File: src/shared/tpsc_pkg.sv
package tpsc_pkg;

	////////////////////////////////////////////////////////////////////////
	// register offsets on the configuration port
	localparam logic [5:0] ADDR_SYNC_HIGH = 6'h04;
	localparam logic [5:0] ADDR_SYNC_LOW = 6'h05;
	localparam logic [5:0] ADDR_PAYLOAD_SIZE = 6'h06;
	localparam logic [5:0] ADDR_PKT_CTRL = 6'h08;
	localparam logic [5:0] ADDR_SLOT_INDEX = 6'h0a;
	localparam logic [5:0] ADDR_OFFSET_TRIM = 6'h0c;
	localparam logic [5:0] ADDR_CARRIER_HIGH = 6'h0d;
	localparam logic [5:0] ADDR_CARRIER_MID = 6'h0e;
	localparam logic [5:0] ADDR_CARRIER_LOW = 6'h0f;
	localparam logic [5:0] ADDR_RATE_EXP = 6'h10;
	localparam logic [5:0] ADDR_RATE_MANT = 6'h11;

	////////////////////////////////////////////////////////////////////////
	// reset values
	localparam logic [7:0] RST_SYNC_HIGH = 8'hd3;
	localparam logic [7:0] RST_SYNC_LOW = 8'h91;
	localparam logic [7:0] RST_PAYLOAD_SIZE = 8'hff;
	localparam logic [7:0] RST_SLOT_INDEX = 8'h00;
	localparam logic [7:0] RST_OFFSET_TRIM = 8'h00;
	localparam logic [5:0] RST_CARRIER_HIGH = 6'h1e;
	localparam logic [7:0] RST_CARRIER_MID = 8'hc4;
	localparam logic [7:0] RST_CARRIER_LOW = 8'hec;
	localparam logic [3:0] RST_RATE_UPPER = 4'h8;
	localparam logic [3:0] RST_RATE_EXP = 4'hc;
	localparam logic [7:0] RST_RATE_MANT = 8'h22;
	localparam logic RST_PKT_TUNE = 1'b1;
	localparam logic [1:0] RST_SOURCE_FMT = 2'h0;
	localparam logic RST_CHECK_EN = 1'b1;
	localparam logic [1:0] RST_SIZE_POLICY = 2'h1;
	localparam logic [8:0] RST_PRBS_SEED = 9'h1ff;

	////////////////////////////////////////////////////////////////////////
	// field positions
	localparam int PKT_TUNE_BIT = 6;
	localparam int SOURCE_FMT_LSB = 4;
	localparam int CHECK_EN_BIT = 2;
	localparam int SIZE_POLICY_LSB = 0;
	localparam int HDR_READ_BIT = 7;
	localparam int HDR_BURST_BIT = 6;

	////////////////////////////////////////////////////////////////////////
	// scaling: every frequency term is brought to f_xtal / 2^18 units
	localparam int CARRIER_SHIFT = 2;
	localparam int TRIM_SHIFT = 4;
	localparam logic [8:0] HIDDEN_ONE = 9'h100;
	localparam int SYNTH_WORD_W = 27;
	localparam int RATE_WORD_W = 24;

	////////////////////////////////////////////////////////////////////////
	// modes
	typedef enum logic [1:0] {
		TPSC_SRC_FIFO = 2'b00,
		TPSC_SRC_SYNC_SER = 2'b01,
		TPSC_SRC_PRBS = 2'b10,
		TPSC_SRC_ASYNC_SER = 2'b11
	} tpsc_source_e;

	typedef enum logic [1:0] {
		TPSC_SIZE_FIXED = 2'b00,
		TPSC_SIZE_FIRST_BYTE = 2'b01,
		TPSC_SIZE_UNBOUNDED = 2'b10,
		TPSC_SIZE_RESERVED = 2'b11
	} tpsc_size_e;

endpackage

File: src/core/tpsc_regs.sv
module tpsc_regs (
	// clock and reset
	input wire logic ref_clk_in,
	input wire logic rst_in,
	// configuration serial port, sampled on ref_clk_in
	input wire logic spi_sclk_in,
	input wire logic spi_cs_n_in,
	input wire logic spi_mosi_in,
	output logic spi_miso_out,
	// spacing fields held elsewhere
	input wire logic [7:0] slot_spacing_mant_in,
	input wire logic [1:0] slot_spacing_exp_in,
	// packet handler side
	input wire logic fifo_first_byte_valid_in,
	input wire logic [7:0] fifo_first_byte_in,
	input wire logic fifo_bit_in,
	input wire logic gp_pin_zero_in,
	input wire logic bit_adv_in,
	// packet configuration
	output logic [15:0] sync_pattern_out,
	output logic [7:0] payload_size_out,
	output logic payload_size_valid_out,
	output logic unbounded_packet_out,
	output logic check_append_out,
	output logic [1:0] data_source_format_out,
	output logic tx_bit_out,
	output logic packet_handling_out,
	// synthesizer and modem
	output logic [tpsc_pkg::SYNTH_WORD_W-1:0] synth_word_out,
	output logic [tpsc_pkg::RATE_WORD_W-1:0] symbol_rate_word_out
);

	////////////////////////////////////////////////////////////////////////
	// configuration registers
	logic [7:0] sync_pattern_high; // upper sync byte
	logic [7:0] sync_pattern_low; // lower sync byte
	logic [7:0] fixed_payload_size; // packet size, fixed policy
	logic pkt_tune; // tuning bit, stored only
	logic [1:0] data_source_format; // where transmit bits come from
	logic check_enable; // append check value
	logic [1:0] size_policy; // how payload size is found
	logic [7:0] rf_slot_index; // channel number
	logic [7:0] carrier_trim; // signed synth offset
	logic [5:0] carrier_word_high; // writable part of top byte
	logic [7:0] carrier_word_mid;
	logic [7:0] carrier_word_low;
	logic [3:0] rate_upper; // upper nibble, stored only
	logic [3:0] symbol_rate_exp;
	logic [7:0] symbol_rate_mant;

	// serial port state
	logic sclk_prev; // last sampled serial clock
	logic [2:0] bit_cnt; // bit within current byte
	logic [7:0] shift_in; // incoming byte
	logic [7:0] shift_out; // outgoing byte
	logic header_done; // header byte seen in this frame
	logic read_mode; // frame is a read
	logic burst_mode; // frame auto increments
	logic [5:0] addr; // current register address
	logic [7:0] next_shift_in;
	logic byte_done; // last bit of a byte sampled this cycle
	logic wr_strobe; // data byte complete in write frame
	logic sclk_rise, sclk_fall; // serial clock edges, frame selected

	// derived words
	logic [23:0] base_carrier_word;
	logic [tpsc_pkg::SYNTH_WORD_W-1:0] next_synth_word;
	logic [tpsc_pkg::RATE_WORD_W-1:0] next_rate_word;

	// register read mux, shared by header and burst advance
	function automatic logic [7:0] read_reg(input logic [5:0] a);
		logic [7:0] d;
		d = 8'h00;
		unique case (a)
			tpsc_pkg::ADDR_SYNC_HIGH: d = sync_pattern_high;
			tpsc_pkg::ADDR_SYNC_LOW: d = sync_pattern_low;
			tpsc_pkg::ADDR_PAYLOAD_SIZE: d = fixed_payload_size;
			// bits 7 and 3 read zero
			tpsc_pkg::ADDR_PKT_CTRL: d = {1'b0, pkt_tune,
				data_source_format, 1'b0, check_enable, size_policy};
			tpsc_pkg::ADDR_SLOT_INDEX: d = rf_slot_index;
			tpsc_pkg::ADDR_OFFSET_TRIM: d = carrier_trim;
			tpsc_pkg::ADDR_CARRIER_HIGH: d = {2'b00, carrier_word_high};
			tpsc_pkg::ADDR_CARRIER_MID: d = carrier_word_mid;
			tpsc_pkg::ADDR_CARRIER_LOW: d = carrier_word_low;
			tpsc_pkg::ADDR_RATE_EXP: d = {rate_upper, symbol_rate_exp};
			tpsc_pkg::ADDR_RATE_MANT: d = symbol_rate_mant;
			// unmapped addresses read zero
			default: d = 8'h00;
		endcase
		return d;
	endfunction

	// mantissa with hidden one, shifted by exponent
	function automatic logic [23:0] scale(input logic [7:0] mant,
		input logic [3:0] expo);
		logic [23:0] m;
		m = {15'h0000, tpsc_pkg::HIDDEN_ONE | {1'b0, mant}};
		return m << expo;
	endfunction

	////////////////////////////////////////////////////////////////////////
	// serial port edge detect; inputs already in this clock domain
	always_ff @(posedge ref_clk_in) begin
		if (rst_in) begin
			sclk_prev <= 1'b0;
		end else begin
			sclk_prev <= spi_sclk_in;
		end
	end

	assign sclk_rise = spi_sclk_in && !sclk_prev && !spi_cs_n_in;
	assign sclk_fall = !spi_sclk_in && sclk_prev && !spi_cs_n_in;
	assign next_shift_in = {shift_in[6:0], spi_mosi_in};
	assign byte_done = sclk_rise && (bit_cnt == 3'h7);
	assign wr_strobe = byte_done && header_done && !read_mode;

	// input shift and bit count; cs high restarts the frame
	always_ff @(posedge ref_clk_in) begin
		if (rst_in || spi_cs_n_in) begin
			bit_cnt <= 3'h0;
			shift_in <= 8'h00;
		end else if (sclk_rise) begin
			bit_cnt <= bit_cnt + 3'h1;
			shift_in <= next_shift_in;
		end
	end

	// header decode and address advance
	always_ff @(posedge ref_clk_in) begin
		if (rst_in || spi_cs_n_in) begin
			header_done <= 1'b0;
			read_mode <= 1'b0;
			burst_mode <= 1'b0;
			addr <= 6'h00;
		end else if (byte_done) begin
			if (!header_done) begin
				// first byte: direction, burst, address
				header_done <= 1'b1;
				read_mode <= next_shift_in[tpsc_pkg::HDR_READ_BIT];
				burst_mode <= next_shift_in[tpsc_pkg::HDR_BURST_BIT];
				addr <= next_shift_in[5:0];
			end else if (burst_mode) begin
				// burst walks to the next register
				addr <= addr + 6'h01;
			end
		end
	end

	// load at byte end; the fall right after a load keeps the msb standing
	always_ff @(posedge ref_clk_in) begin
		if (rst_in || spi_cs_n_in) begin
			shift_out <= 8'h00;
		end else if (byte_done) begin
			if (!header_done) begin
				shift_out <= read_reg(next_shift_in[5:0]);
			end else if (burst_mode) begin
				shift_out <= read_reg(addr + 6'h01);
			end else begin
				// single access repeats the same register
				shift_out <= read_reg(addr);
			end
		end else if (sclk_fall && bit_cnt != 3'h0) begin
			shift_out <= {shift_out[6:0], 1'b0};
		end
	end

	// serial output: msb of the shifter, low when idle
	assign spi_miso_out = shift_out[7] && read_mode && !spi_cs_n_in;

	////////////////////////////////////////////////////////////////////////
	// packet registers
	always_ff @(posedge ref_clk_in) begin
		if (rst_in) begin
			sync_pattern_high <= tpsc_pkg::RST_SYNC_HIGH;
			sync_pattern_low <= tpsc_pkg::RST_SYNC_LOW;
			fixed_payload_size <= tpsc_pkg::RST_PAYLOAD_SIZE;
			pkt_tune <= tpsc_pkg::RST_PKT_TUNE;
			data_source_format <= tpsc_pkg::RST_SOURCE_FMT;
			check_enable <= tpsc_pkg::RST_CHECK_EN;
			size_policy <= tpsc_pkg::RST_SIZE_POLICY;
		end else if (wr_strobe) begin
			unique case (addr)
				tpsc_pkg::ADDR_SYNC_HIGH: sync_pattern_high <= next_shift_in;
				tpsc_pkg::ADDR_SYNC_LOW: sync_pattern_low <= next_shift_in;
				// zero is the host's fault; stored as given
				tpsc_pkg::ADDR_PAYLOAD_SIZE: fixed_payload_size <= next_shift_in;
				tpsc_pkg::ADDR_PKT_CTRL: begin
					// bits 7 and 3 not stored
					pkt_tune <= next_shift_in[tpsc_pkg::PKT_TUNE_BIT];
					data_source_format <=
						next_shift_in[tpsc_pkg::SOURCE_FMT_LSB +: 2];
					check_enable <= next_shift_in[tpsc_pkg::CHECK_EN_BIT];
					size_policy <= next_shift_in[tpsc_pkg::SIZE_POLICY_LSB +: 2];
				end
				default: ; // other offsets hold their value
			endcase
		end
	end

	// synthesizer and modem registers
	always_ff @(posedge ref_clk_in) begin
		if (rst_in) begin
			rf_slot_index <= tpsc_pkg::RST_SLOT_INDEX;
			carrier_trim <= tpsc_pkg::RST_OFFSET_TRIM;
			carrier_word_high <= tpsc_pkg::RST_CARRIER_HIGH;
			carrier_word_mid <= tpsc_pkg::RST_CARRIER_MID;
			carrier_word_low <= tpsc_pkg::RST_CARRIER_LOW;
			rate_upper <= tpsc_pkg::RST_RATE_UPPER;
			symbol_rate_exp <= tpsc_pkg::RST_RATE_EXP;
			symbol_rate_mant <= tpsc_pkg::RST_RATE_MANT;
		end else if (wr_strobe) begin
			unique case (addr)
				tpsc_pkg::ADDR_SLOT_INDEX: rf_slot_index <= next_shift_in;
				tpsc_pkg::ADDR_OFFSET_TRIM: carrier_trim <= next_shift_in;
				tpsc_pkg::ADDR_CARRIER_HIGH:
					carrier_word_high <= next_shift_in[5:0];
				tpsc_pkg::ADDR_CARRIER_MID: carrier_word_mid <= next_shift_in;
				tpsc_pkg::ADDR_CARRIER_LOW: carrier_word_low <= next_shift_in;
				tpsc_pkg::ADDR_RATE_EXP: begin
					rate_upper <= next_shift_in[7:4];
					symbol_rate_exp <= next_shift_in[3:0];
				end
				tpsc_pkg::ADDR_RATE_MANT: symbol_rate_mant <= next_shift_in;
				default: ; // other offsets hold their value
			endcase
		end
	end

	////////////////////////////////////////////////////////////////////////
	// frequency word in f_xtal/2^18 units, so all terms stay integer
	// carrier word from three bytes
	assign base_carrier_word = {2'b00, carrier_word_high,
		carrier_word_mid, carrier_word_low};

	always_comb begin
		logic [23:0] spacing;
		logic [tpsc_pkg::SYNTH_WORD_W-1:0] slot_term;
		logic [tpsc_pkg::SYNTH_WORD_W-1:0] trim_term;
		logic [tpsc_pkg::SYNTH_WORD_W-1:0] base_term;
		spacing = scale(slot_spacing_mant_in, {2'b00, slot_spacing_exp_in});
		slot_term = tpsc_pkg::SYNTH_WORD_W'({24'h000000, rf_slot_index} *
			{8'h00, spacing});
		trim_term = tpsc_pkg::SYNTH_WORD_W'({{19{carrier_trim[7]}},
			carrier_trim} << tpsc_pkg::TRIM_SHIFT);
		base_term = tpsc_pkg::SYNTH_WORD_W'({3'b000, base_carrier_word}
			<< tpsc_pkg::CARRIER_SHIFT);
		// wraps modulo the word width if the trim drives it negative
		next_synth_word = base_term + slot_term + trim_term;
	end

	// rate word, divide by 2^28 left to the modem
	assign next_rate_word = scale(symbol_rate_mant, symbol_rate_exp);

	// derived words registered to break the multiplier path
	always_ff @(posedge ref_clk_in) begin
		if (rst_in) begin
			synth_word_out <= '0;
			symbol_rate_word_out <= '0;
		end else begin
			synth_word_out <= next_synth_word;
			symbol_rate_word_out <= next_rate_word;
		end
	end

	////////////////////////////////////////////////////////////////////////
	// payload size selection by policy
	always_ff @(posedge ref_clk_in) begin
		if (rst_in) begin
			payload_size_out <= 8'h00;
			payload_size_valid_out <= 1'b0;
			unbounded_packet_out <= 1'b0;
		end else begin
			unique case (tpsc_pkg::tpsc_size_e'(size_policy))
				tpsc_pkg::TPSC_SIZE_FIXED: begin
					payload_size_out <= fixed_payload_size;
					payload_size_valid_out <= 1'b1;
					unbounded_packet_out <= 1'b0;
				end
				tpsc_pkg::TPSC_SIZE_FIRST_BYTE: begin
					if (fifo_first_byte_valid_in) begin
						payload_size_out <= fifo_first_byte_in;
					end
					payload_size_valid_out <= fifo_first_byte_valid_in;
					unbounded_packet_out <= 1'b0;
				end
				tpsc_pkg::TPSC_SIZE_UNBOUNDED: begin
					payload_size_out <= 8'h00;
					payload_size_valid_out <= 1'b0;
					unbounded_packet_out <= 1'b1;
				end
				tpsc_pkg::TPSC_SIZE_RESERVED: begin
					// reserved code: treated as no packet size
					payload_size_out <= 8'h00;
					payload_size_valid_out <= 1'b0;
					unbounded_packet_out <= 1'b0;
				end
			endcase
		end
	end

	// registered copies of the packet configuration
	always_ff @(posedge ref_clk_in) begin
		if (rst_in) begin
			sync_pattern_out <= {tpsc_pkg::RST_SYNC_HIGH,
				tpsc_pkg::RST_SYNC_LOW};
			check_append_out <= tpsc_pkg::RST_CHECK_EN;
			data_source_format_out <= tpsc_pkg::RST_SOURCE_FMT;
		end else begin
			sync_pattern_out <= {sync_pattern_high, sync_pattern_low};
			check_append_out <= check_enable;
			data_source_format_out <= data_source_format;
		end
	end

	////////////////////////////////////////////////////////////////////////
	// transmit bit source
	tpsc_source u_source (
		.ref_clk_in(ref_clk_in),
		.rst_in(rst_in),
		.data_source_format_in(data_source_format),
		.bit_adv_in(bit_adv_in),
		.fifo_bit_in(fifo_bit_in),
		.gp_pin_zero_in(gp_pin_zero_in),
		.tx_bit_out(tx_bit_out),
		.packet_handling_out(packet_handling_out)
	);

endmodule

File: src/core/tpsc_source.sv
// transmit bit source: fifo, pin zero, or nine stage prbs
module tpsc_source (
	// clock and reset
	input wire logic ref_clk_in,
	input wire logic rst_in,
	// configuration
	input wire logic [1:0] data_source_format_in,
	// bit timing
	input wire logic bit_adv_in,
	// candidate bits
	input wire logic fifo_bit_in,
	input wire logic gp_pin_zero_in,
	// result
	output logic tx_bit_out,
	output logic packet_handling_out
);

	// nine stage shift register, x^9 + x^5 + 1
	logic [8:0] nine_stage_prbs;
	logic next_tx_bit;

	////////////////////////////////////////////////////////////////////////
	// prbs steps once per bit, only while selected
	always_ff @(posedge ref_clk_in) begin
		if (rst_in) begin
			nine_stage_prbs <= tpsc_pkg::RST_PRBS_SEED;
		end else if (bit_adv_in &&
			data_source_format_in == tpsc_pkg::TPSC_SRC_PRBS) begin
			nine_stage_prbs <= {nine_stage_prbs[7:0],
				nine_stage_prbs[8] ^ nine_stage_prbs[4]};
		end
	end

	// pick the source for the current mode
	always_comb begin
		unique case (tpsc_pkg::tpsc_source_e'(data_source_format_in))
			tpsc_pkg::TPSC_SRC_FIFO: next_tx_bit = fifo_bit_in;
			tpsc_pkg::TPSC_SRC_SYNC_SER: next_tx_bit = gp_pin_zero_in;
			tpsc_pkg::TPSC_SRC_PRBS: next_tx_bit = nine_stage_prbs[8];
			tpsc_pkg::TPSC_SRC_ASYNC_SER: next_tx_bit = gp_pin_zero_in;
		endcase
	end

	// output bit registered; updated on each bit strobe
	always_ff @(posedge ref_clk_in) begin
		if (rst_in) begin
			tx_bit_out <= 1'b0;
		end else if (bit_adv_in) begin
			tx_bit_out <= next_tx_bit;
		end
	end

	always_ff @(posedge ref_clk_in) begin
		if (rst_in) begin
			packet_handling_out <= 1'b1;
		end else begin
			packet_handling_out <= data_source_format_in !=
				tpsc_pkg::TPSC_SRC_ASYNC_SER;
		end
	end

endmodule

File: config.mk
export PLATFORM = sky130hd
export DESIGN_NAME = tpsc_regs
export DESIGN_NICKNAME = d
export VERILOG_FILES = /design/src/shared/tpsc_pkg.sv /design/src/core/tpsc_regs.sv /design/src/core/tpsc_source.sv
export SDC_FILE = /design/constraint.sdc
export NUM_CORES = 1
export LEC_CHECK = 0
export ABC_AREA = 0
export BUFFER_PORTS_ARGS = -buffer_cell sky130_fd_sc_hd__buf_2
export CORE_MARGIN = 3
export CORE_UTILIZATION = 41
export CTS_CLUSTER_SIZE = 40
export DETAILED_ROUTE_END_ITERATION = 8
export HOLD_SLACK_MARGIN = 0.08
export PLACE_DENSITY = 0.54
export SLEW_MARGIN = 20
export SYNTH_ARGS = -nofsm -noshare
export SYNTH_HDL_FRONTEND = slang
export SYNTH_HIERARCHICAL = 1
export SYNTH_SLANG_ARGS = --single-unit
File: constraint.sdc
create_clock -name ref_clk_in -period 8.45 [get_ports ref_clk_in]
set_input_delay 0.4225 -clock ref_clk_in [delete_from_list [all_inputs] [get_ports ref_clk_in]]
set_output_delay 0.4225 -clock ref_clk_in [all_outputs]
set_load 0.05 [all_outputs]
Word level (Yosys, flattened, before mapping):

Cells that the tools add are included.

* bits of input ports: 27
* bits in latches: 0
* memories kept: 0
* bits in read-only memories: 0
* register bits: 203
* output and inout bits: 83
* RAM bits: 0
* word-level logic and storage cells: 136

* reductions and logical operators: 36
* shifts and indexed selects: 2
* eq/ne operators: 43
* add/subtract/negate cells: 4
* muxes and demuxes: 14
* order comparisons: 0
* bitwise logic cells: 2
* multipliers: 1
* div/mod/pow operators: 0

Operator list (number)
* $pmux W8 S11: 3
* $eq A6 B4 Y1 const B: 18
* $eq A6 B3 Y1 const B: 9
* $mux W8: 5
* $eq A6 B5 Y1 const B: 6
* $add A24 B27 Y27: 1
* $add A27 B27 Y27: 1
* $mul A8 B24 Y27: 1
* $reduce_and A2 Y1: 13
* $pmux W8 S3: 1
* $shl A9 B2 Y24: 1
* $shl A9 B4 Y24: 1
* $mux W6: 2
* $logic_and A1 B1 Y1: 11
* $eq A2 B2 Y1 const B: 4
* $add A6 B1 Y6 const B: 1
* $pmux W1 S3: 2
* $eq A2 B1 Y1 const B: 2
* $logic_not A1 Y1: 4
* $logic_not A2 Y1: 2
* $ne A2 B2 Y1 const B: 2
* $reduce_or A2 Y1: 2
* $add A3 B1 Y3 const B: 1
* $eq A3 B3 Y1 const B: 1
* other kinds (8): 8

Longest topological paths before layout:

Gate-level depths: netlist of the first run.

* depth after elaboration: 7
* depth in mapped cells: 23
* gate-level depth less buffers: 21

Hierarchy:

The synthesis of the first run kept the hierarchy.

Modules (own cells, without submodules)
* tpsc_regs: cells each 1660, times used 1, area each 13853.3 µm², seq. area each 3843.7 µm²
* tpsc_source: cells each 42, times used 1, area each 461.7 µm², seq. area each 220.2 µm²

Worst setup path after synthesis of the first run:

OpenSTA, ideal clock, no wires.

* kind: input-to-reg
* from: input slot_spacing_exp_in[1]
* to: register synth_word_out[23] (netlist bit)
* cell stages on the path: 22
* path buffers: 2
* library setup time: 0.078 ns
* slack: 2.365 ns
* data required time: 8.372 ns
* data arrival time: 6.007 ns
* path through: clkbuf_1 -> clkbuf_1 -> mux2i_1 -> nand2_1 -> fa_1 -> inv_1 -> fa_1 -> inv_1 -> fa_1 -> inv_1 -> fa_1 -> inv_1 -> fa_1 -> inv_1 -> fa_1 -> a211oi_1 -> o211ai_1 -> a2111oi_2 -> nor3b_1 -> nand3b_1 -> and3_1 -> nor3_1

* longest elaborated chain between the ends: 4

Ends and longest elaborated chain
* start, declared: RTL line tpsc_regs.sv:12 `input wire logic [1:0] slot_spacing_exp_in,`
* $shl A9 B2 Y24: RTL line tpsc_regs.sv:99 `return m << expo;`
* $mul A8 B24 Y27: RTL line tpsc_regs.sv:242 `slot_term = tpsc_pkg::SYNTH_WORD_W'({24'h000000, rf_slot_index} *`
* $add A24 B27 Y27: RTL line tpsc_regs.sv:249 `next_synth_word = base_term + slot_term + trim_term;`
* $add A27 B27 Y27: RTL line tpsc_regs.sv:249
* end signal, assigned: RTL line tpsc_regs.sv:261 `synth_word_out <= next_synth_word;`
* end, declared: RTL line tpsc_regs.sv:29 `output logic [tpsc_pkg::SYNTH_WORD_W-1:0] synth_word_out,`

Every way passes these cells.
A chain may end at the register's enable or synchronous reset.

Worst setup path in the final report of the first run:

* from: input slot_spacing_exp_in[0]
* to: register synth_word_out[23] (netlist bit)

The elaborated chain is that of the path after synthesis.

==> results of run 1 <==
## cell usage after synthesis, types with 11 or more instances
master and count:
nand2_1 200, a31oi_1 11, and2_1 81, a22oi_1 35
inv_1 178, a221oi_1 13, clkbuf_1 80, a32oi_1 14
buf_2 22, a22o_1 11, nand3_1 26, ha_1 55
a211oi_1 14, o211ai_1 26, fa_1 94, and3_1 21
nor2_1 131, o221ai_1 17, mux2i_1 81, o21ai_0 39
nor3_1 17, a222oi_1 11, dfxtp_1 203, nor2b_1 40
o21ai_1 12, a21oi_1 89, o22ai_1 13
## metrics by stage
step | total power [W] | setup slack (ns) | hold WS, ns | utilization, % | instance area (um^2)
after floorplan | 0.00106 | 2.37 | 0.445 | - | 14300
after global placement | 0.00110 | 1.95 | 0.454 | 44.4 | 15100
after detailed placement | 0.00110 | 1.80 | 0.471 | 44.4 | 15100
after CTS | 0.00213 | 2.35 | 0.147 | 46.8 | 15900
after global routing | 0.00218 | 1.97 | 0.156 | 46.8 | 15900
final | 0.00211 | 2.35 | 0.162 | 46.8 | 15900
## registers in the layout, indices dropped and copies added, names as in the netlist, 8 cells and up
signal	cells
u_source/nine_stage_prbs	9
carrier_word_low	8
rf_slot_index	8
sync_pattern_high	8
carrier_word_mid	8
synth_word_out	27
sync_pattern_low	8
symbol_rate_mant	8
carrier_trim	8
fixed_payload_size	8
symbol_rate_word_out	24
sync_pattern_out	16
payload_size_out	8
shift_out	8
## cell families (layout without fill, tap and decap cells)
kind of cell | Yosys count | after routing
and+or+nand+nor | 599 | 599
muxes | 92 | 92
adders and majority gates | 149 | 149
buffers and inverters | 295 | 348
xor gates and xnor gates | 12 | 12
AOI/OAI and AO/OA | 352 | 352
DFF | 203 | 203
## path summary, 6_finish.rpt
kind | startpoint | endpoint | slack (ns) | cells past startpoint
hold reg to reg | bit_cnt[1] | bit_cnt[1] | 0.48 | 2
setup reg to reg | rf_slot_index[0] | synth_word_out[23] | 2.38 | 19
setup / recovery | slot_spacing_exp_in[0] | synth_word_out[23] | 2.35 | 22
hold / removal | spi_sclk_in | sclk_prev | 0.16 | 2
## power groups by stage
stage / Sequential [W] / Clock [W] / Combinational, W
final: 0.000968 / 0.00103 / 0.000109
after floorplan: 0.00101 / 0 / 0.0000499
after detailed placement: 0.000989 / 0 / 0.000109
after CTS: 0.000968 / 0.00106 / 0.000109
after global routing: 0.000969 / 0.00110 / 0.000118
after global placement: 0.000989 / 0 / 0.000108
## layer usage
layer | vias to the layer above | GRT usage [%] | share of wire [%]
met1 | 6252 | 35.6 | 44
li1 | 5894 | - | -
met2 | 454 | 43.1 | 46
met5 | - | 0 | 0
met4 | 0 | 9.50 | 4.0
met3 | 120 | 3.18 | 5.7
## final cells by class
type                            instances  area (um^2)
Inverter                              179          672
Clock buffer                           33          706
Timing Repair Buffer                  128          691
Clock inverter                          8         86.3
Tap cell                              448          561
Fill cell                            3346        18100
Multi-Input combinational cell       1204         9100
Sequential cell                       203         4060
==> results.cfg, run 1 <==
[pwr]
seqPwrFrac_pct = 45.9
power_frac_clock_pct = 48.9
p_int_w = 0.00161
switching_power_w = 0.000501
ir_drop_mv = 0.144
pwr-share-comb_pct = 5.2
p_leak_nw = 6.87
sw_frac_of_total_pct = 23.8
powerDensity_nw_per_um2 = 133

[floorplan]
dieHeight_um = 193
dieArea_um2 = 37200
row_count = 67
die_x_um = 193
io_pins = 110
initial_utilization_pct = 42.2
core_area_um2 = 34000

[synthesis]
syn-num-nets = 1878
synthArstFlopShare_pct = 0
synth_edf_count = 0
synthMuxAreaShare_pct = 6.77
synth_top_family_by_area = simple AND/OR/NAND/NOR gates
synthAdderAreaFrac_pct = 18.0
postSynthCellCount = 1702
syn-cell-area_um2 = 14300
yosysUniqueCellTypes = 89
synth_area_per_cell_um2 = 8.41
synth_compound_area_share_pct = 17.1
synth_xor_area_share_pct = 0.734
yosys_warnings = 6
yosysTopAreaCell = dfxtp_1
ys_seq_elements = 203
synth_top_area_share_pct = 28.4
synth_top_flop_cell = dfxtp_1
synth-seq-area-share_pct = 28.4
synthTopCellsByArea = dfxtp_1 (28%), fa_1 (13%), mux2i_1 (5.7%), nand2_1 (5.2%), ha_1 (4.8%)
yosys.area_share.simple_pct = 20.9

[setup_path]
cp-start-kind = input port
path_class = input port to register
cp_cell_sequence = buf_2 > mux2i_1 > mux2i_1 > nand2_1 > fa_1 > inv_1 > fa_1 > inv_1 > fa_1 > inv_1 > fa_1 > inv_1 > fa_1 > inv_1 > fa_1 > a211oi_1 > o211ai_1 > a2111oi_2 > nor3b_1 > nand3b_1 > and3_1 > nor3_1
slowest_stage = fa_1
cpPeakStageDelay_ns = 0.54
cp_num_buf_inv = 6
endpoint_kind = register
crit_family = adder cells
critPathRequiredTime_ns = 8.90
arrival_ns = 6.55
crit_fanout = 20
crit_top_cell = fa_1

[clocking]
cts.sinks = 203
clock_path_buffers = 3
clock_latency_ns = 0.53
htree_levels = 1
numCtsBuffers = 24
clkTransAtPathRegs_ns = 0.06
cts_hold_buffers = 0
post_cts_buffers = 0
tritoncts = built
cts-root-buf = clkbuf_16
cts-resized-gates = 0

[timing]
finalMaxSlewViolations = 0
setup_violations = 0
maxSlewHeadroom_pct = 26.4
fmax_mhz = 164
fin_skew_ns = 0.0139
min_period_over_period_pct = 72.2
tightest_slew_ns = 1.10
tns_ns = 0
layout_min_cycle_time_ns = 6.10
hold_viol_final = 0
rsz0062_at_grt = false

[grt]
grt.overflow.total = 0
grt_max_degree = 72
grt_pass1_vias = 12600
grt_pass1_wl_mm = 75.3
antenna_found_initial = 0
grt_usage_pct = 26.3

[place]
portBuffers = 109
dp_hpwl_mm = 35.7
dp_cells = 2162
globalplace.congestion = 1.03

[drt]
drc = 0
drtAntennaViolNets = 0
dr_total_vias = 12700
wl_mm = 48.7
wl_per_cell_um = 22.1
dr.pass1.iters = 9
drt-initial-drc-count = 1247
vias_per_cell = 5.77

[worst_hold_path]
hold_path.class = input port to register

[layout]
layout_common_cells = dfxtp_1 (203), nand2_1 (200), inv_1 (177)
diodes = 0
final_layout_size_suffix_gt1_share_pct = 11.5
syn2layout_area_growth_pct = 10.9
final_cells = 2203
final_nets = 1916
final_common_cell = dfxtp_1

[job]
maxCapViolCount = 0

[outcome]
status = finished, final reports clean
(Power assumes the default switching activity.)
==> run 2, diff against run 1 <==
--- a/config.mk
+++ b/config.mk
@@ -5,14 +5,14 @@
 export SDC_FILE = /design/constraint.sdc
 export NUM_CORES = 1
 export LEC_CHECK = 0
-export ABC_AREA = 0
+export ABC_AREA = 1
 export BUFFER_PORTS_ARGS = -buffer_cell sky130_fd_sc_hd__buf_2
 export CORE_MARGIN = 3
 export CORE_UTILIZATION = 41
 export CTS_CLUSTER_SIZE = 40
 export DETAILED_ROUTE_END_ITERATION = 8
 export HOLD_SLACK_MARGIN = 0.08
-export PLACE_DENSITY = 0.54
+export PLACE_DENSITY = 0.56
 export SLEW_MARGIN = 20
 export SYNTH_ARGS = -nofsm -noshare
 export SYNTH_HDL_FRONTEND = slang
==> constraint.sdc (replaced) <==
create_clock -name ref_clk_in -period 5.05 [get_ports ref_clk_in]
set_input_delay 0.2525 -clock ref_clk_in [delete_from_list [all_inputs] [get_ports ref_clk_in]]
set_output_delay 0.2525 -clock ref_clk_in [all_outputs]
set_load 0.05 [all_outputs]
==> results.cfg, run 2 <==
[clocking]
clkTransAtPathRegs_ns = 0.07
numCtsBuffers = 23
clock_path_buffers = 3
cts.sinks = 203
tritoncts = built
htree_levels = 1
cts-root-buf = clkbuf_16
clock_latency_ns = 0.55

[synthesis]
synth_top_area_share_pct = 29.8
synth_common_cells = nand2_1 (301), inv_1 (278), nor2_1 (218)
postSynthCellCount = 1865
yosysMostFrequentCell = nand2_1
synthArstFlopShare_pct = 0
synth-seq-area-share_pct = 29.8
syn-num-nets = 2041
syn-cell-area_um2 = 13700
synth_area_per_cell_um2 = 7.32
synthTopCellsByArea = dfxtp_1 (30%), fa_1 (14%), nand2_1 (8.3%), inv_1 (7.6%), nor2_1 (6.0%)
yosys_warnings = 6
ys_seq_elements = 203
yosysTopAreaCell = dfxtp_1
synth_edf_count = 0
synth_top_flop_cell = dfxtp_1
yosysUniqueCellTypes = 50

[layout]
final_nets = 2231
diodes = 0
reg_top3 = synth_word_out x27, symbol_rate_word_out x24, sync_pattern_out x16
final_cells = 2514
regMostFlops = synth_word_out
layout_common_cells = nand2_1 (300), inv_1 (271), nor2_1 (200)
final_common_cell = nand2_1
syn2layout_area_growth_pct = 19.8
final_layout_size_suffix_gt1_share_pct = 17.0
largest_register_ffs = 27

[floorplan]
die_x_um = 189
core_area_um2 = 32700
io_pins = 110
row_count = 66
dieArea_um2 = 35500
dieHeight_um = 189
initial_utilization_pct = 41.8

[drt]
dr_total_vias = 13500
drtAntennaViolNets = 0
wl_mm = 50.3
dr.pass1.iters = 6
drc = 0
drt-initial-drc-count = 1322
wl_per_cell_um = 20.0
vias_per_cell = 5.36

[timing]
finalMaxSlewViolations = 0
fmax_mhz = 205
min_period_over_period_pct = 96.7
setup_violations = 0
tightest_slew_ns = 1.09
maxSlewHeadroom_pct = 27.4
layout_min_cycle_time_ns = 4.88
fin_skew_ns = 0.0224
rsz0062_at_grt = true
hold_viol_final = 0

[job]
maxCapViolCount = 0

[setup_path]
cp_num_buf_inv = 5
path_class = register to register
cpPeakStageDelay_ns = 0.56
crit_family = adder cells
worstSetupPathDepth = 17
cp-start-kind = register
crit_end = synth_word_out[23]
arrival_ns = 5.31
cp_cell_sequence = inv_1 > fa_1 > inv_1 > fa_1 > fa_1 > fa_1 > inv_1 > fa_1 > inv_1 > ha_2 > nand2_1 > o21ai_2 > a21oi_2 > buf_4 > o211ai_1 > a21oi_1 > o21a_1
reg2reg_depth = 17
endpoint_kind = register
r2r_end = synth_word_out[23]
r2r-start = carrier_trim[5]
crit_top_cell = fa_1
setup.worst_path.start = carrier_trim[5]
crit_fanout = 4
slowest_stage = fa_1
critPathRequiredTime_ns = 5.47
rrSetupSlack_ns = 0.17

[pwr]
p_leak_nw = 7.79
power.total_w = 0.00366
ir_drop_mv = 0.232
powerDensity_nw_per_um2 = 224

[grt]
grt.overflow.total = 0
grt_usage_pct = 27.6
grt_max_degree = 55
antenna_found_initial = 0
grt_pass1_vias = 12600
grt_pass1_wl_mm = 75.5

[outcome]
status = finished, final reports clean

[place]
dp_hpwl_mm = 38.5
dp_cells = 2448
globalplace.congestion = 1.03
portBuffers = 109

[worst_hold_path]
hold_path.class = input port to register
==> run 2: worst reg2reg max path, cell delays in order, from the launching register on <==
cell and delay, ns:
dfxtp_1 0.43, inv_1 0.19, fa_1 0.56, inv_1 0.05
fa_1 0.49, fa_1 0.53, fa_1 0.49, inv_1 0.05
fa_1 0.48, inv_1 0.06, ha_2 0.38, nand2_1 0.13
o21ai_2 0.20, a21oi_2 0.09, buf_4 0.13, o211ai_1 0.27
a21oi_1 0.11, o21a_1 0.13
==> run 2: power by group <==
part           total (W)  switching (W)  internal (W)
combinational   0.000228       0.000161     0.0000678
clock            0.00180       0.000742       0.00106
sequential       0.00163      0.0000178       0.00162
total            0.00366       0.000920       0.00274
==> run 2: repair_timing <==
action                     CTS  global route
hold buffers                13             0
buffers inserted             0             8
hold endpoints to repair    10             0
setup endpoints to repair    0            15
gates resized for setup      0            62
==> run 2: layout make-up <==
type | count | area (um^2)
fill | 3364 | 16300
multi-input combinational | 1302 | 8290
sequential | 203 | 4070
timing repair buffer | 231 | 1520
inverter | 292 | 1110
clock buffer | 29 | 638
tap | 442 | 553
clock inverter | 13 | 168
timing repair inverter | 2 | 15.0
==> run 2: how the worst min path moves through the flow <==
stage                                            from                     endpoint  slack, ns  depth (start not counted)
final                                     spi_cs_n_in                  shift_in[5]       0.11                          3
after global routing                      spi_cs_n_in                  shift_in[2]       0.12                          3
after CTS                                  bit_adv_in  u_source/nine_stage_prbs[0]       0.11                          4
after detailed placement  u_source/nine_stage_prbs[7]  u_source/nine_stage_prbs[8]       0.44                          2
after global placement    u_source/nine_stage_prbs[5]  u_source/nine_stage_prbs[6]       0.44                          2
after floorplan                                rst_in  u_source/nine_stage_prbs[0]       0.34                          2
==> run 2: cell families after synthesis <==
group / Yosys count / share of synthesized area (%)
XOR/XNOR: 4 / 0.312
AO/OA/AOI/OAI: 457 / 18.6
flip-flops: 203 / 29.8
AND/OR/NAND/NOR: 691 / 21.9
adder cells (fa/ha/maj): 149 / 18.8
multiplexers: 1 / 0.0733
buffers and inverters: 360 / 10.6
==> run 2: metal layers <==
metal  global-route usage [%]  share of wire [%]  wire length [um]
met5                        0                  0                 0
met4                     8.11                3.6              1790
met3                     6.20                9.4              4720
met2                     40.2                 42             20900
met1                     40.7                 46             22900
==> run 2: through the flow <==
step                instance area (um^2)  setup TNS (ns)  worst slack [ns]  hold slack, ns  utilization (%)
global route                       16400         -0.0558           -0.0259           0.124             50.0
global placement                   15200           -3.65            -0.347           0.439             46.3
floorplan                          13700               0            0.0182           0.341                -
finish                             16400               0             0.166           0.110             50.0
detailed placement                 15200           -5.29            -0.425           0.442             46.4
CTS                                16100               0            0.0450           0.111             49.2
==> run 3, diff against run 2 <==
--- a/config.mk
+++ b/config.mk
@@ -9,6 +9,7 @@
 export BUFFER_PORTS_ARGS = -buffer_cell sky130_fd_sc_hd__buf_2
 export CORE_MARGIN = 3
 export CORE_UTILIZATION = 41
+export CTS_BUF_LIST = sky130_fd_sc_hd__clkbuf_4 sky130_fd_sc_hd__clkbuf_8 sky130_fd_sc_hd__clkbuf_16
 export CTS_CLUSTER_SIZE = 40
 export DETAILED_ROUTE_END_ITERATION = 8
 export HOLD_SLACK_MARGIN = 0.08
==> results.cfg, run 3 (synthesis results as in run 2) <==
[place]
dp_slack_ns = -0.425
globalplace.congestion = 1.03
dp_hpwl_mm = 38.5
placed_cell_area_um2 = 15200
dp_cells = 2448
portBuffers = 109

[layout]
regMostFlops = synth_word_out
final_nets = 2231
fin_util_pct = 50.1
largest_register_ffs = 27
final_layout_size_suffix_gt1_share_pct = 17.1
reg_top3 = synth_word_out x27, symbol_rate_word_out x24, sync_pattern_out x16
final_area_um2 = 16400
layout_common_cells = nand2_1 (300), inv_1 (271), nor2_1 (200)
syn2layout_area_growth_pct = 19.9
final_common_cell = nand2_1
diodes = 0
final_cells = 2514

[timing]
layout_min_cycle_time_ns = 4.87
setup_ws_ns = 0.182
maxSlewHeadroom_pct = 24.9
fin_skew_ns = 0.0208
fmax_mhz = 205
min_period_over_period_pct = 96.4
setup_violations = 0
finalMaxSlewViolations = 0
hold_viol_final = 0
rsz0062_at_grt = true
tightest_slew_ns = 1.13

[grt]
grt.overflow.total = 0
antenna_found_initial = 0
grt_usage_pct = 27.6
grt_max_degree = 55
grt_pass1_vias = 12600
grt_pass1_wl_mm = 75.5

[clocking]
tritoncts = built
clkTransAtPathRegs_ns = 0.07
cts-root-buf = clkbuf_16
clock_path_buffers = 3
htree_levels = 1
numCtsBuffers = 23
clock_latency_ns = 0.55
cts.sinks = 203

[drt]
dr.pass1.iters = 6
drtAntennaViolNets = 0
wl_per_cell_um = 20.0
vias_per_cell = 5.34
drc = 0
dr_total_vias = 13400
drt-initial-drc-count = 1363
wl_mm = 50.2

[setup_path]
arrival_ns = 5.29
setup.worst_path.start = carrier_trim[5]
critPathRequiredTime_ns = 5.48
crit_fanout = 4
r2r-start = carrier_trim[5]
cp-start-kind = register
path_class = register to register
endpoint_kind = register

[floorplan]
row_count = 66
die_x_um = 189
dieHeight_um = 189
dieArea_um2 = 35500
initial_utilization_pct = 41.8
core_area_um2 = 32700
io_pins = 110

[worst_hold_path]
holdCritStartpoint = spi_cs_n_in
hold_path.class = input port to register

[pwr]
ir_drop_mv = 0.232
powerDensity_nw_per_um2 = 225
power.total_w = 0.00368
p_leak_nw = 7.80

[outcome]
status = finished, final reports clean

[job]
maxCapViolCount = 0
run 3: changes by cell type in the layout (fill, tap and decap cells not counted):
| cell | previous run | this run |
|---|---|---|
| clkbuf_1 | 2 | 0 |
| clkbuf_4 | 1 | 3 |
run 3: worst max-delay path: stages (launching register included):
cell	delay, ns
dfxtp_1	0.43
inv_1	0.18
fa_1	0.55
inv_1	0.05
fa_1	0.49
fa_1	0.53
fa_1	0.49
inv_1	0.05
fa_1	0.48
inv_1	0.06
ha_2	0.38
nand2_1	0.13
o21ai_2	0.20
a21oi_2	0.09
buf_4	0.13
o211ai_1	0.27
a21oi_1	0.11
o21a_1	0.13
run 3: routing by layer:
layer	vias up	part of all wire, %	GRT usage, %
met5	-	0	0
met1	6273	46	40.7
met3	106	9.0	6.20
met2	571	42	40.2
li1	6480	-	-
met4	0	3.4	8.11
run 3: final timing paths:
| path | endpoint | cells after the start | slack, ns |
|---|---|---|---|
| setup reg to reg | synth_word_out[23] | 17 | 0.18 |
| hold / removal | shift_in[5] | 3 | 0.11 |
| hold reg to reg | u_source/nine_stage_prbs[6] | 2 | 0.46 |
| setup / recovery | synth_word_out[23] | 17 | 0.18 |
run 3: what timing repair did:
item	CTS	global route
buffers inserted	0	8
endpoints found under the hold margin	10	0
gates resized for setup	0	62
endpoints found under the setup margin	0	15
hold buffers	13	0
run 3: report_power, final:
group | leakage [nW] | internal, W | switching [W]
Combinational | 5.74 | 0.0000678 | 0.000161
Clock | 0.402 | 0.00107 | 0.000746
Sequential | 1.65 | 0.00162 | 0.0000179
Total | 7.80 | 0.00275 | 0.000924
run 3: cell type report:
| cell class | count | area [um^2] |
|---|---|---|
| clock buffers | 29 | 646 |
| clock inverters | 13 | 168 |
| fillers | 3362 | 16300 |
| inverters | 292 | 1110 |
| multi-input cells | 1302 | 8290 |
| flip-flops and latches | 203 | 4070 |
| well taps | 442 | 553 |
| repair buffers | 231 | 1520 |
| repair inverters | 2 | 15.0 |
run 3: metrics by stage:
stage               hold WS, ns  TNS (ns)
finish                    0.110         0
global route              0.124   -0.0558
CTS                       0.111         0
detailed placement        0.442     -5.29
global placement          0.439     -3.65
floorplan                 0.341         0
